$ cat src/core/branch_trace_pkg.sv
package branch_trace_pkg;

  // ==========================================================================
  // Widths and reset values
  // ==========================================================================
  localparam int ADDR_W = 32;                    // Instruction address width
  localparam int FIFO_DEPTH = 8;                 // Trace message buffer depth
  localparam logic [31:0] ADDR_RESET = 32'h0000_0000; // Record reset value

  // ==========================================================================
  // Event kinds presented by the core
  // ==========================================================================
  typedef enum logic [2:0] {
    EV_BRANCH = 3'b000,  // Taken branch
    EV_EXCEPT = 3'b001,  // Exception or fault
    EV_CALL_FAULT = 3'b010, // Call that faulted
    EV_SOFT_INT = 3'b011, // Software interrupt
    EV_MGMT_INT = 3'b100 // System management interrupt serviced
  } event_kind_t;

  // ==========================================================================
  // Message output state machine
  // ==========================================================================
  typedef enum logic [1:0] {
    ST_IDLE = 2'b00,     // Waiting for buffered message
    ST_HOLD = 2'b01      // Presenting message to bus, waiting for accept
  } send_state_t;

endpackage

$ cat src/core/trace_fifo.sv
`timescale 1ns/1ps
// ============================================================================
// Trace message FIFO
// ============================================================================
module trace_fifo #(
  parameter int WIDTH = 64,
  parameter int DEPTH = 8
) (
  // Clock and reset
  input wire logic i_clk,
  input wire logic i_reset,
  // Write side
  input wire logic i_wr_valid,
  output logic o_wr_ready,
  input wire logic [WIDTH-1:0] i_wr_data,
  // Read side
  output logic o_rd_valid,
  input wire logic i_rd_ready,
  output logic [WIDTH-1:0] o_rd_data
);

  localparam int PW = $clog2(DEPTH);

  logic [WIDTH-1:0] mem [DEPTH];  // Storage
  logic [PW-1:0] wr_ptr;          // Write index
  logic [PW-1:0] rd_ptr;          // Read index
  logic [PW:0] count;             // Fill level
  logic do_wr;                    // Write this cycle
  logic do_rd;                    // Read this cycle

  assign do_wr = i_wr_valid && o_wr_ready;
  assign do_rd = o_rd_valid && i_rd_ready;
  assign o_wr_ready = (count != (PW+1)'(DEPTH));
  assign o_rd_valid = (count != '0);
  assign o_rd_data = mem[rd_ptr];

  // Storage write
  always_ff @(posedge i_clk) begin
    if (do_wr) begin
      mem[wr_ptr] <= i_wr_data;
    end
  end

  // Pointers and level
  always_ff @(posedge i_clk) begin
    if (i_reset) begin
      wr_ptr <= '0;
      rd_ptr <= '0;
      count <= '0;
    end else begin
      if (do_wr) begin
        wr_ptr <= (wr_ptr == PW'(DEPTH-1)) ? '0 : wr_ptr + 1'b1;
      end
      if (do_rd) begin
        rd_ptr <= (rd_ptr == PW'(DEPTH-1)) ? '0 : rd_ptr + 1'b1;
      end
      count <= count + (PW+1)'(do_wr) - (PW+1)'(do_rd);
    end
  end

  // Level never passes depth
  a_fifo_no_overflow: assert property (@(posedge i_clk) disable iff (i_reset)
    count <= (PW+1)'(DEPTH)) else $error("fifo level above depth");

endmodule // trace_fifo

$ cat src/core/trap_arbiter.sv
`timescale 1ns/1ps
// ============================================================================
// Branch trap versus trace message arbiter
// ============================================================================
module trap_arbiter (
  // Clock and reset
  input wire logic i_clk,
  input wire logic i_reset,
  // Enables
  input wire logic i_trap_enable,
  input wire logic i_msg_enable,
  // Branch event
  input wire logic i_branch,
  // Results
  output logic o_trap,
  output logic o_msg_req
);

  // Traps yield to messages when both are enabled
  always_ff @(posedge i_clk) begin
    if (i_reset) begin
      o_trap <= 1'b0;
      o_msg_req <= 1'b0;
    end else begin
      o_trap <= i_branch && i_trap_enable && !i_msg_enable;
      o_msg_req <= i_branch && i_msg_enable;
    end
  end

  // Trap never fires while messages are enabled
  a_trap_blocked: assert property (@(posedge i_clk) disable iff (i_reset)
    (i_branch && i_msg_enable) |=> !o_trap) else $error("trap with messages on");

endmodule // trap_arbiter

$ cat src/core/branch_trace_and_record_unit.sv
// Function
// Management interrupt with messaging emits a message
// Management interrupt message source is current address
// Traps alone or messages alone work normally
// Both enabled: messages only, traps ignored
// Last-branch record holds source and destination
// Before-exception record updates only on exceptions
// Faulting call, soft interrupt leave it unchanged
// Bus reinit invalidates before-exception record
// Cache line fill never corrupts messages
// Message carries source and destination fields
// Cleared enables suppress messages and record updates
`timescale 1ns/1ps
module branch_trace_and_record_unit
  import branch_trace_pkg::*;
#(
  parameter int AW = ADDR_W,
  parameter int DEPTH = FIFO_DEPTH
) (
  // Clock and reset
  input wire logic i_clk,
  input wire logic i_reset,
  // Enables
  input wire logic i_record_enable,
  input wire logic i_msg_enable,
  input wire logic i_trap_enable,
  // Core events
  input wire logic i_event_valid,
  input wire event_kind_t i_event_kind,
  input wire logic [AW-1:0] i_event_source,
  input wire logic [AW-1:0] i_event_dest,
  // Asynchronous bus reinitialization pin
  input wire logic i_bus_reinit_request,
  // Cache fill path
  input wire logic i_fill_valid,
  input wire logic [2*AW-1:0] i_fill_data,
  // Bus message port
  output logic o_msg_valid,
  input wire logic i_msg_accept,
  output logic [AW-1:0] o_msg_source,
  output logic [AW-1:0] o_msg_dest,
  // Cache line store port
  output logic o_line_write,
  output logic [2*AW-1:0] o_line_data,
  // Records
  output logic [AW-1:0] o_last_branch_source,
  output logic [AW-1:0] o_last_branch_dest,
  output logic [AW-1:0] o_before_exc_source,
  output logic [AW-1:0] o_before_exc_dest,
  output logic o_before_exc_valid,
  // Trap and status
  output logic o_branch_trap,
  output logic o_msg_overflow
);

  // ==========================================================================
  // Declarations
  // ==========================================================================
  logic reinit_meta;             // Synchroniser first stage
  logic reinit_sync;             // Synchronised reinit level
  logic reinit_prev;             // Previous synced level
  logic is_branch_ev;            // Event is a branch-like transfer
  logic is_exception_ev;         // Event is a true exception
  logic arb_msg_req;             // Branch message request from arbiter
  logic arb_trap;                // Trap from arbiter
  logic [AW-1:0] ev_src_d;       // Delayed event source
  logic [AW-1:0] ev_dst_d;       // Delayed event destination
  logic mgmt_req;                // Message request for a management interrupt
  logic [AW-1:0] mgmt_src;       // Management interrupt message source
  logic [AW-1:0] mgmt_dst;       // Management interrupt message destination
  logic push_valid;              // FIFO write valid
  logic push_ready;              // FIFO write ready
  logic [2*AW-1:0] push_data;    // FIFO write word
  logic pop_valid;               // FIFO read valid
  logic pop_ready;               // FIFO read ready
  logic [2*AW-1:0] pop_data;     // FIFO read word
  send_state_t state;            // Bus send state

  // ==========================================================================
  // Bus reinit synchroniser
  // ==========================================================================
  // Two flip-flops before use
  always_ff @(posedge i_clk) begin
    if (i_reset) begin
      reinit_meta <= 1'b0;
      reinit_sync <= 1'b0;
      reinit_prev <= 1'b0;
    end else begin
      reinit_meta <= i_bus_reinit_request;
      reinit_sync <= reinit_meta;
      reinit_prev <= reinit_sync;
    end
  end

  // ==========================================================================
  // Event classification
  // ==========================================================================
  assign is_branch_ev = i_event_valid && (i_event_kind == EV_BRANCH);
  assign is_exception_ev = i_event_valid && (i_event_kind == EV_EXCEPT);

  // ==========================================================================
  // Last-branch record
  // ==========================================================================
  // Any branch, exception or interrupt updates it when enabled
  always_ff @(posedge i_clk) begin
    if (i_reset) begin
      o_last_branch_source <= AW'(ADDR_RESET);
      o_last_branch_dest <= AW'(ADDR_RESET);
    end else if (i_event_valid && i_record_enable) begin
      o_last_branch_source <= i_event_source;
      o_last_branch_dest <= i_event_dest;
    end
  end

  // ==========================================================================
  // Last-branch-before-exception record
  // ==========================================================================
  // Copies the prior last-branch record on a true exception only
  always_ff @(posedge i_clk) begin
    if (i_reset) begin
      o_before_exc_source <= AW'(ADDR_RESET);
      o_before_exc_dest <= AW'(ADDR_RESET);
    end else if (is_exception_ev && i_record_enable) begin
      o_before_exc_source <= o_last_branch_source;
      o_before_exc_dest <= o_last_branch_dest;
    end
  end

  // Validity: cleared on a bus reinit edge, set again by next exception
  // A fresh exception in the reinit cycle wins: its copy is taken after the upset
  always_ff @(posedge i_clk) begin
    if (i_reset) begin
      o_before_exc_valid <= 1'b0;
    end else if (is_exception_ev && i_record_enable) begin
      o_before_exc_valid <= 1'b1;
    end else if (reinit_sync && !reinit_prev) begin
      o_before_exc_valid <= 1'b0;
    end
  end

  // ==========================================================================
  // Trap arbitration
  // ==========================================================================
  trap_arbiter u_arb (
    .i_clk(i_clk),
    .i_reset(i_reset),
    .i_trap_enable(i_trap_enable),
    .i_msg_enable(i_msg_enable),
    .i_branch(is_branch_ev),
    .o_trap(arb_trap),
    .o_msg_req(arb_msg_req)
  );

  // Trap output register
  always_ff @(posedge i_clk) begin
    if (i_reset) begin
      o_branch_trap <= 1'b0;
    end else begin
      o_branch_trap <= arb_trap;
    end
  end

  // Branch event fields aligned with arbiter latency
  always_ff @(posedge i_clk) begin
    if (i_reset) begin
      ev_src_d <= AW'(ADDR_RESET);
      ev_dst_d <= AW'(ADDR_RESET);
    end else if (is_branch_ev) begin
      ev_src_d <= i_event_source;
      ev_dst_d <= i_event_dest;
    end
  end

  // ==========================================================================
  // Management interrupt message capture
  // ==========================================================================
  // Source is the instruction running at service, not the previous message
  always_ff @(posedge i_clk) begin
    if (i_reset) begin
      mgmt_req <= 1'b0;
      mgmt_src <= AW'(ADDR_RESET);
      mgmt_dst <= AW'(ADDR_RESET);
    end else begin
      mgmt_req <= i_event_valid && (i_event_kind == EV_MGMT_INT) && i_msg_enable;
      if (i_event_valid && (i_event_kind == EV_MGMT_INT)) begin
        mgmt_src <= i_event_source;
        mgmt_dst <= i_event_dest;
      end
    end
  end

  // ==========================================================================
  // Message buffer
  // ==========================================================================
  // Source in upper half, destination in lower half; interrupt has priority
  assign push_valid = mgmt_req || arb_msg_req;
  assign push_data = mgmt_req ? {mgmt_src, mgmt_dst} : {ev_src_d, ev_dst_d};

  trace_fifo #(
    .WIDTH(2*AW),
    .DEPTH(DEPTH)
  ) u_fifo (
    .i_clk(i_clk),
    .i_reset(i_reset),
    .i_wr_valid(push_valid),
    .o_wr_ready(push_ready),
    .i_wr_data(push_data),
    .o_rd_valid(pop_valid),
    .i_rd_ready(pop_ready),
    .o_rd_data(pop_data)
  );

  // Overflow flag: message lost because buffer full or both requests at once
  always_ff @(posedge i_clk) begin
    if (i_reset) begin
      o_msg_overflow <= 1'b0;
    end else if ((push_valid && !push_ready) || (mgmt_req && arb_msg_req)) begin
      o_msg_overflow <= 1'b1;
    end
  end

  // ==========================================================================
  // Bus send path
  // ==========================================================================
  // Message register loaded only from the buffer, separate from fill path
  assign pop_ready = (state == ST_IDLE);

  always_ff @(posedge i_clk) begin
    if (i_reset) begin
      state <= ST_IDLE;
      o_msg_valid <= 1'b0;
      o_msg_source <= AW'(ADDR_RESET);
      o_msg_dest <= AW'(ADDR_RESET);
    end else begin
      unique case (state)
        ST_IDLE: begin
          if (pop_valid) begin
            o_msg_source <= pop_data[2*AW-1:AW];
            o_msg_dest <= pop_data[AW-1:0];
            o_msg_valid <= 1'b1;
            state <= ST_HOLD;
          end
        end
        ST_HOLD: begin
          if (i_msg_accept) begin
            o_msg_valid <= 1'b0;
            state <= ST_IDLE;
          end
        end
        // Unused codes fall back to idle
        default: begin
          o_msg_valid <= 1'b0;
          state <= ST_IDLE;
        end
      endcase
    end
  end

  // Cache line fill has its own store path
  always_ff @(posedge i_clk) begin
    if (i_reset) begin
      o_line_write <= 1'b0;
      o_line_data <= '0;
    end else begin
      o_line_write <= i_fill_valid;
      if (i_fill_valid) begin
        o_line_data <= i_fill_data;
      end
    end
  end

  // ==========================================================================
  // Assertions
  // ==========================================================================
  a_mgmt_msg_request: assert property (@(posedge i_clk) disable iff (i_reset)
    (i_event_valid && i_event_kind == EV_MGMT_INT && i_msg_enable) |=> mgmt_req)
    else $error("no message request for management interrupt");

  a_mgmt_source_addr: assert property (@(posedge i_clk) disable iff (i_reset)
    (i_event_valid && i_event_kind == EV_MGMT_INT) |=> mgmt_src == $past(i_event_source))
    else $error("management interrupt source address wrong");

  a_trap_alone_works: assert property (@(posedge i_clk) disable iff (i_reset)
    (is_branch_ev && i_trap_enable && !i_msg_enable) |-> ##2 o_branch_trap)
    else $error("trap missing with traps alone");

  a_trap_ignored: assert property (@(posedge i_clk) disable iff (i_reset)
    (is_branch_ev && i_msg_enable) |-> ##2 !o_branch_trap)
    else $error("trap raised while messages enabled");

  a_last_branch_upd: assert property (@(posedge i_clk) disable iff (i_reset)
    (i_event_valid && i_record_enable) |=>
    (o_last_branch_source == $past(i_event_source)
     && o_last_branch_dest == $past(i_event_dest)))
    else $error("last-branch record not updated");

  a_before_exc_hold: assert property (@(posedge i_clk) disable iff (i_reset)
    !is_exception_ev |=> $stable(o_before_exc_source) && $stable(o_before_exc_dest))
    else $error("before-exception record changed without exception");

  a_before_exc_copy: assert property (@(posedge i_clk) disable iff (i_reset)
    (is_exception_ev && i_record_enable) |=>
    o_before_exc_source == $past(o_last_branch_source))
    else $error("before-exception record not the prior branch");

  a_reinit_invalid: assert property (@(posedge i_clk) disable iff (i_reset)
    (reinit_sync && !reinit_prev && !(is_exception_ev && i_record_enable))
    |=> !o_before_exc_valid)
    else $error("record still valid after bus reinit");

  a_msg_stable: assert property (@(posedge i_clk) disable iff (i_reset)
    (o_msg_valid && !i_msg_accept) |=> $stable(o_msg_source) && $stable(o_msg_dest))
    else $error("message changed while presented");

  a_record_disabled: assert property (@(posedge i_clk) disable iff (i_reset)
    !i_record_enable |=> $stable(o_last_branch_source))
    else $error("record updated while disabled");

endmodule // branch_trace_and_record_unit

$ cat config.mk
export PLATFORM = sky130hd
export DESIGN_NAME = branch_trace_and_record_unit
export DESIGN_NICKNAME = d
export VERILOG_FILES = /design/src/core/branch_trace_pkg.sv /design/src/core/trace_fifo.sv /design/src/core/trap_arbiter.sv /design/src/core/branch_trace_and_record_unit.sv
export SDC_FILE = /design/constraint.sdc
export NUM_CORES = 1
export LEC_CHECK = 0
export ABC_CLOCK_PERIOD_IN_PS = 23300
export BUFFER_PORTS_ARGS = -buffer_cell sky130_fd_sc_hd__clkbuf_2
export CAP_MARGIN = 20
export CORE_ASPECT_RATIO = 1.75
export CORE_MARGIN = 10
export CORE_UTILIZATION = 38
export CTS_CLUSTER_DIAMETER = 60
export DETAILED_ROUTE_END_ITERATION = 8
export PLACE_DENSITY_LB_ADDON = 0.15
export SLEW_MARGIN = 15
export SYNTH_ARGS = -nofsm -noshare
export SYNTH_HDL_FRONTEND = slang
export SYNTH_HIERARCHICAL = 1
export SYNTH_SLANG_ARGS = --single-unit
$ cat constraint.sdc
create_clock -name i_clk -period 23.3 [get_ports i_clk]
set_clock_uncertainty 0.2 [all_clocks]
set_input_delay 0 -clock i_clk [delete_from_list [all_inputs] [get_ports i_clk]]
set_output_delay 0 -clock i_clk [all_outputs]
set_load 0.1 [all_outputs]
==> impl_results.md, run 1 <==
- Final setup TNS: 0 ns
- Detailed Route WL: 101 mm
- Worst-skew pair later-pin latency: 0.67 ns
- Top-area cell type share of the netlist area: between 40% and 50%
- HP Class: primary input to register
- Die height: 420 um
- Hold endpoint: o_last_branch_dest[29]
- Setup Viol. Count Final: 0
- HP Start: i_event_dest[29]
- Post-synthesis instance area: 34,800 sq um
- CP required: 23.60 ns
- Total track usage: 18.9%
- CTS resizes: 0
- Post-Syn Instances: approximately 2,500
- Critical R2R Capture: o_msg_source[22]
- Sequential area share after synthesis: about two thirds
- Largest net degree at the start of global routing: 223
- Register area: around 24,000 sq um
- First-pass GRT wire length: about 150 mm
- Antenna Nets Post-Route: 0
- Combinational family with the most area after synthesis: multiplexers
- Num ports: 401
- CTS tree: yes
- HPWL Detailed: 58.5 mm
- Buffers on Ports: 400
- Compound-Gate Fraction of Synth Area: between 3 and 4%
- Syn avg cell area: 13.8 sq um
- Die extent in x: 249 um
- Drt drc: 0
- Synthesized flop and latch total: 920
- H-tree levels: 3
- CTS sink count: 920
- Final nets: 3,349
- Post-CTS Setup Inserts: 0
- Pleak: roughly 16 nW
- Crit end category: register
- Initial Utilization: 38.3%
- Crit-path cells: buf_4 > mux4_2 > mux2_2 > nand2_1 > a21oi_1
- Crit share post-route: between 10% and 20%
- Top area cells in the synthesized netlist: edfxtp_1 (44%), dfxtp_1 (23%), mux4_2 (8.3%)
- Final hold vios: 0
- Worst vdd ir: around 0.000077 V
- CTS root buffer: clkbuf_16
- Grt ovf: 0
- DR WL/cell: 22.6 um
- Number of synthesized flops with an enable pin: between 500 and 600
- Synth unique cells: 38
- PD cells: 95.0 nW/um^2
- Post-synthesis adder-cell area fraction: 0.417%
- Crit path max-delay cell type: dfxtp_4
- Footprint of the multi-input gates: 10,600 sq um
- Area leader, netlist: edfxtp_1
- Ys Warns: 6
- RSZ-0062 raised after global routing: no
- Ys flop type: edfxtp_1
- Initial antenna violation count: 3
- Core area: 90,800 sq um
- Clock-pin slew on the worst setup and hold paths: approximately 0.06 ns
- Number of global-route vias before repair: 24,000
- Top post-synthesis cells by count: nand2_1 (516), edfxtp_1 (512), dfxtp_1 (408)
- 1st-pass router iterations: 6
- Outcome: finished clean
- Row count: ~150
- Worst Tran Pin Value: 1.10 ns
- Reg-to-reg slack, setup: 20.15 ns
- Layout cells sized above 1: around a quarter
- DRT iter0 DRCs: 1,281
- Final hold slack: 0.0385 ns
- Max Freq: 317 MHz
- Vias: 22,300
- Cell area after layout: ~44,000 sq um
- Min Tclk post-route: 3.15 ns
- Area after DPL: 37,900 sq um
- Hold depth: 4
- Max Buffers Root-to-Sink: 3
- Fillers: 7,776
- Final Util: about half
- Crit Path Max Fanout: 70
- Mapped Nets: roughly 2,700
- Worst Path Arrival: 3.45 ns
- Cts bufs inserted: between 80 and 90
- Top delay family on crit path: flip-flops
- XOR/XNOR share of the synthesized area: 0.0252%
- Largest stage delay on the critical path: ~0.93 ns
- Total Power: about 0.0042 W
- Post-synthesis mux area share: between 10% and 20%
- Max Slew Vio Count: 0
- Synth-to-Final Area Change: 27.1%
- Relative slew slack: a little over a quarter
- Max-cap violations: 0
- Vias per std cell: 5.01
- Crit start category: register
- R2R depth: 5
- WS Path Type: register to register
- Ys async rst share: 0%
- Crit path buffers/inverters: 1
- Count leader, synth: nand2_1
- Die ar.: 105,000 sq um
- Simple-gate area share of the yosys netlist: 9.50%
- GP Congestion: a little under 0.9
[cell usage in the layout (no fill, tap or decap), drive strengths merged, types with 2 or more instances in the layout]
master | synthesis | routed
edfxtp | 512 | 512
nand2b | 141 | 141
dlygate4sd3 | 0 | 325
clkbuf | 88 | 533
mux2 | 129 | 129
ha | 10 | 10
diode | 0 | 3
or3b | 3 | 3
clkinvlp | 0 | 3
nor2 | 69 | 69
nor3 | 6 | 6
inv | 8 | 13
mux2i | 132 | 132
and2 | 2 | 2
o21ba | 2 | 2
buf | 76 | 31
nand3 | 3 | 3
a21oi | 259 | 259
dfxtp | 408 | 408
mux4 | 128 | 128
nand2 | 517 | 517
clkinv | 0 | 17
nor2b | 9 | 9
bufinv | 0 | 6
a21boi | 2 | 2
[cell type report]
cell class | count | share of cell area, %
inverters | 8 | 0.0707
well taps | 1184 | 3.35
multi-input cells | 1425 | 23.9
clock inverters | 31 | 0.752
diodes | 3 | 0.0170
flip-flops and latches | 920 | 53.2
clock buffers | 135 | 6.14
repair buffers | 754 | 12.5
[power by group]
part           total [W]  switching [W]  internal, W
clock            0.00149       0.000619     0.000875
combinational   0.000877       0.000588     0.000288
sequential       0.00183      0.0000794      0.00176
[cell families (layout without fill, tap and decap cells)]
group | after synthesis | in the layout
AOI/OAI and AO/OA | 265 | 265
xor gates and xnor gates | 1 | 1
adders and majority gates | 11 | 11
buffers and inverters | 172 | 928
DFF | 920 | 920
muxes | 389 | 389
other | 0 | 3
and+or+nand+nor | 759 | 759
[flip-flops by register name, summed over array words and instances (netlist names), 3 cells and up, named ones only]
signal                count
u_fifo/mem              512
o_line_data              64
ev_dst_d                 32
ev_src_d                 32
mgmt_dst                 32
mgmt_src                 32
o_before_exc_dest        32
o_before_exc_source      32
o_last_branch_dest       32
o_last_branch_source     32
o_msg_dest               32
o_msg_source             32
u_fifo/count              4
u_fifo/rd_ptr             3
u_fifo/wr_ptr             3
[how the worst max path moves through the flow]
stage                        end  slack (ns)  cells after the start
6_report        o_msg_source[22]       20.15                      5
5_1_grt         o_msg_source[16]       19.96                      5
4_1_cts         o_msg_source[22]       20.06                      5
3_5_place_dp    o_msg_source[22]       20.10                      5
3_3_place_gp   u_fifo/mem[1][24]       20.12                      5
2_1_floorplan   u_fifo/mem[0][0]       15.54                      5
[worst min-delay path, stage by stage]
cell           delay (ns)
dlygate4sd3_1        0.55
clkbuf_2             0.17
nand2_1              0.07
a21oi_1              0.05
[timing repair]
| item | in CTS | in global routing |
|---|---|---|
| endpoints found under the hold margin | 326 | 0 |
| hold buffers | 326 | 0 |
| setup endpoints to repair | 0 | 0 |
[routing by layer]
layer  global-route usage, %  wire (um)  vias to the layer above
met1                    21.6      39800                    11300
li1                        -          -                    10400
met5                       0         13                        -
met3                    5.12       6670                      116
met4                    6.14       2570                        2
met2                    33.7      51600                      596
[stage by stage]
step                      setup slack, ns  cells
after floorplan                     15.54   2517
after global placement              20.12   3964
after detailed placement            20.10   3965
after CTS                           20.06   4457
after global routing                19.96   4458
final                               20.15   4460
Power figures use the tool's default switching activity.
==> inputs of run 2 (changes only) <==
--- a/config.mk
+++ b/config.mk
@@ -5,7 +5,8 @@
 export SDC_FILE = /design/constraint.sdc
 export NUM_CORES = 1
 export LEC_CHECK = 0
-export ABC_CLOCK_PERIOD_IN_PS = 23300
+export ABC_AREA = 1
+export ABC_CLOCK_PERIOD_IN_PS = 3000
 export BUFFER_PORTS_ARGS = -buffer_cell sky130_fd_sc_hd__clkbuf_2
 export CAP_MARGIN = 20
 export CORE_ASPECT_RATIO = 1.75
==> constraint.sdc (replaced) <==
create_clock -name i_clk -period 3 [get_ports i_clk]
set_clock_uncertainty 0.2 [all_clocks]
set_input_delay 0 -clock i_clk [delete_from_list [all_inputs] [get_ports i_clk]]
set_output_delay 0 -clock i_clk [all_outputs]
set_load 0.1 [all_outputs]
==> run 2 against run 1 <==
Against the previous run: via count rose by 41%; core utilization rose by 0.30 points; largest power group unchanged; sequential share of layout area fell by 5.6 points.
==> impl_results.md, run 2 <==
- Synth-to-Final Area Change: 28.0%
- Critical R2R Capture: u_fifo/count[2]
- R2R depth: 10 (+5)
- Logic pwr share: 32.3% (+11 points)
- Clock-pin slew on the worst setup and hold paths: 0.07 ns (about the same)
- Simple-gate area share of the yosys netlist: 23.4% (+14 points)
- Post-synthesis adder-cell area fraction: 0.376% (-0.041 points)
- Post-synthesis mux area share: 0% (-16 points)
- Top delay family on crit path: buffers and inverters
- Ys async rst share: 0% (unchanged)
- Fillers: 9,183 (+18%)
- Setup Viol. Count Final: 0 (unchanged)
- RSZ-0062 raised after global routing: no
- Total track usage: 19.9% (+0.98 points)
- Initial Utilization: 38.3% (about the same)
- GP Congestion: 0.807 (-9.1%)
- Max-cap violations: 0 (unchanged)
- Min Tclk post-route: around 2.8 ns
- Combinational family with the most area after synthesis: simple AND/OR/NAND/NOR gates
- Die ar.: 115,000 sq um (+10%)
- Grt ovf: 0 (unchanged)
- Final setup TNS: 0 ns (unchanged)
- CTS resizes: 0 (unchanged)
- Area leader, netlist: edfxtp_1
- Post-Syn Instances: 4,522 (+80%)
- Most common cell after layout, fill and taps aside: nand2_1
- Mapped Nets: 4,673 (+75%)
- Critical Path End: o_last_branch_dest[9]
- Max Buffers Root-to-Sink: 3 (unchanged)
- Ys flop type: edfxtp_1
- CTS tree: yes
- Synthesized flop and latch total: 920 (unchanged)
- Worst r2r src: u_fifo/count[2]
- Top-area cell type share of the netlist area: 39.8% (-4.4 points)
- P_int: 0.0236 W (+710%)
- Drt drc: 0 (unchanged)
- DRT iter0 DRCs: 1,690 (+32%)
- Final hold vios: 0 (unchanged)
- Worst Tran Pin Value: 0.877 ns (-0.227 ns)
- Commonest cells after routing, fill and taps aside: nand2_1 (1,235), inv_1 (667), nor2_1 (530)
- Final nets: 5,400 (+61%)
- 1st-pass router iterations: 5 (-1)
- Sequential group share of total power: 37.3% (-6.3 points)
- Vias: 31,400 (+41%)
- CP startpoint: i_event_dest[9]
- Buffers on Ports: 400 (unchanged)
- WS Path Type: primary input to register
- Area after DPL: 42,100 sq um (+11%)
- Max Freq: 361 MHz
- HP Class: primary input to register
- DR WL/cell: 17.6 um (-22%)
- Sw Ratio: 38.2% (+7.6 points)
- First-pass GRT wire length: 180 mm (+20%)
- Compound-Gate Fraction of Synth Area: 5.15% (+1.3 points)
- Crit Path Max Fanout: 2 (-97%)
- XOR/XNOR share of the synthesized area: 0.0227% (-0.0025 points)
- Num ports: 401 (unchanged)
- WP depth: 8 (+3)
- Clk network pwr share: 30.4% (-5.1 points)
- Syn avg cell area: 8.54 sq um (-38%)
- Pleak: 22.6 nW (+40%)
- Most flop-heavy register: u_fifo/mem
- CTS root buffer: clkbuf_16
- Largest stage delay on the critical path: 0.59 ns (-0.34 ns)
- Relative slew slack: 41.3% (+15 points)
- Post-synthesis instance area: 38,600 sq um (+11%)
- Total Power: 0.0381 W (+810%)
- HPWL Detailed: 66.8 mm (+14%)
- Number of synthesized flops with an enable pin: 512 (unchanged)
- Crit end category: register
- CTS sink count: 920 (unchanged)
- Reg-to-reg slack, setup: 0.49 ns (-19.66 ns)
- Vias per std cell: 4.72 (-5.7%)
- Crit start category: primary input
- Outcome: finished clean
- Dpl ws: 0.512 ns (-19.59 ns)
- Cts bufs inserted: 87 (-2.2%)
- CP required: 3.37 ns (-20.23 ns)
- Die extent in x: 261 um (+4.9%)
- PD cells: 772 nW/um^2 (+710%)
- Largest net degree at the start of global routing: 130 (-42%)
- Crit path max-delay cell type: dlygate4sd3_1
- Max FFs per register: 512 (unchanged)
- Sequential area share after synthesis: 61.0% (-6.7 points)
- Initial antenna violation count: 2 (-1)
- HP Start: i_event_source[7]
- Biggest regs: u_fifo/mem (512), o_line_data (64)
- Worst Path Arrival: 3.14 ns (-0.31 ns)
- Row count: 154 (+5.5%)
- Crit path buffers/inverters: 6 (+5)
- Worst-skew pair later-pin latency: 0.68 ns (about the same)
- Die height: 442 um (+5.1%)
- Psw: 0.0146 W (+1000%)
- Crit-path most repeated cell: dlygate4sd3_1
- Number of global-route vias before repair: 31,100 (+29%)
- Count leader, synth: nand2_1
- Crit-path cells: dlygate4sd3_1 > dlygate4sd3_1 > clkbuf_2 > dlygate4sd3_1 > o21ai_0 > dlygate4sd3_1 > a21oi_1 > dlygate4sd3_1
- Layout cells sized above 1: 12.4% (-14 points)
- Top post-synthesis cells by count: nand2_1 (1,238), inv_1 (671), nor2_1 (534)
- Synth unique cells: 23 (-39%)
- Ys Warns: 6 (unchanged)
- Top area cells in the synthesized netlist: edfxtp_1 (40%), dfxtp_1 (21%), nand2_1 (12%)
- Max Slew Vio Count: 0 (unchanged)
- Final setup margin: 0.233 ns (-19.91 ns)
- Cell area after layout: 49,400 sq um (+12%)
- Core area: 101,000 sq um (+11%)
- Worst vdd ir: 0.000935 V (+1100%)
- H-tree levels: 3 (unchanged)
- Crit share post-route: between 90% and 100%
- Antenna Nets Post-Route: 0 (unchanged)
- Detailed Route WL: 117 mm (+16%)
## run 2: per-layer routing
layer,track usage [%],wire (um),vias up
li1,-,-,15600
met1,24.7,49600,14700
met2,32.9,55500,900
met3,4.74,7760,209
met4,7.50,3880,0
met5,0,0,-
## run 2: worst min path at each step
| stage | endpoint | slack, ns | cells past startpoint |
|---|---|---|---|
| 5_1_grt | ev_src_d[13] | 0.06 | 6 |
| 4_1_cts | mgmt_dst[15] | 0.002 | 6 |
| 3_5_place_dp | reinit_meta | -0.004 | 3 |
| 6_report | ev_src_d[7] | 0.04 | 6 |
| 2_1_floorplan | u_fifo/count[0] | -0.13 | 1 |
| 3_3_place_gp | reinit_meta | 0.002 | 3 |
## run 2: kinds of logic after synthesis
family | count (synthesis)
flip-flops | 920
AND/OR/NAND/NOR | 2245
adder cells (fa/ha/maj) | 11
buffers and inverters | 948
XOR/XNOR | 1
AO/OA/AOI/OAI | 397
## run 2: timing repair
item                      in CTS  in global routing
setup buffers                  0                  0
hold buffers                 431                  0
hold endpoints to repair     405                  0
## run 2: power by group through the flow
stage / combinational, W / sequential [W] / clock [W]
after floorplan: 0.00597 / 0.0175 / 0
after global placement: 0.0119 / 0.0145 / 0
after detailed placement: 0.0120 / 0.0145 / 0
after CTS: 0.0125 / 0.0142 / 0.0119
after global routing: 0.0136 / 0.0143 / 0.0123
final: 0.0123 / 0.0142 / 0.0116
## run 2: final cells by class
cell class | count | area, sq um | share of cell area (%)
Antenna cell | 2 | 5.00 | 0.0101
Clock buffer | 119 | 2520 | 5.09
Multi-Input combinational cell | 2654 | 11300 | 22.9
Inverter | 675 | 2560 | 5.17
Tap cell | 1326 | 1660 | 3.36
Timing Repair Buffer | 911 | 7330 | 14.8
Sequential cell | 920 | 23600 | 47.7
Clock inverter | 45 | 470 | 0.952
## run 2: per-stage QoR
step           cells  hold slack, ns  utilization (%)
5_1_grt         6652          0.0550             49.0
4_1_cts         6650         0.00211             49.0
3_5_place_dp    6055        -0.00393             41.8
6_report        6652          0.0397             49.0
2_1_floorplan   4522          -0.129                -
3_3_place_gp    6055         0.00189             41.8
## run 2: worst min-delay path, delay by kind of cell
| family | cells | cell delay [ns] |
|---|---|---|
| buffers and inverters | 3 | 0.69 |
| AND/OR/NAND/NOR | 3 | 0.19 |
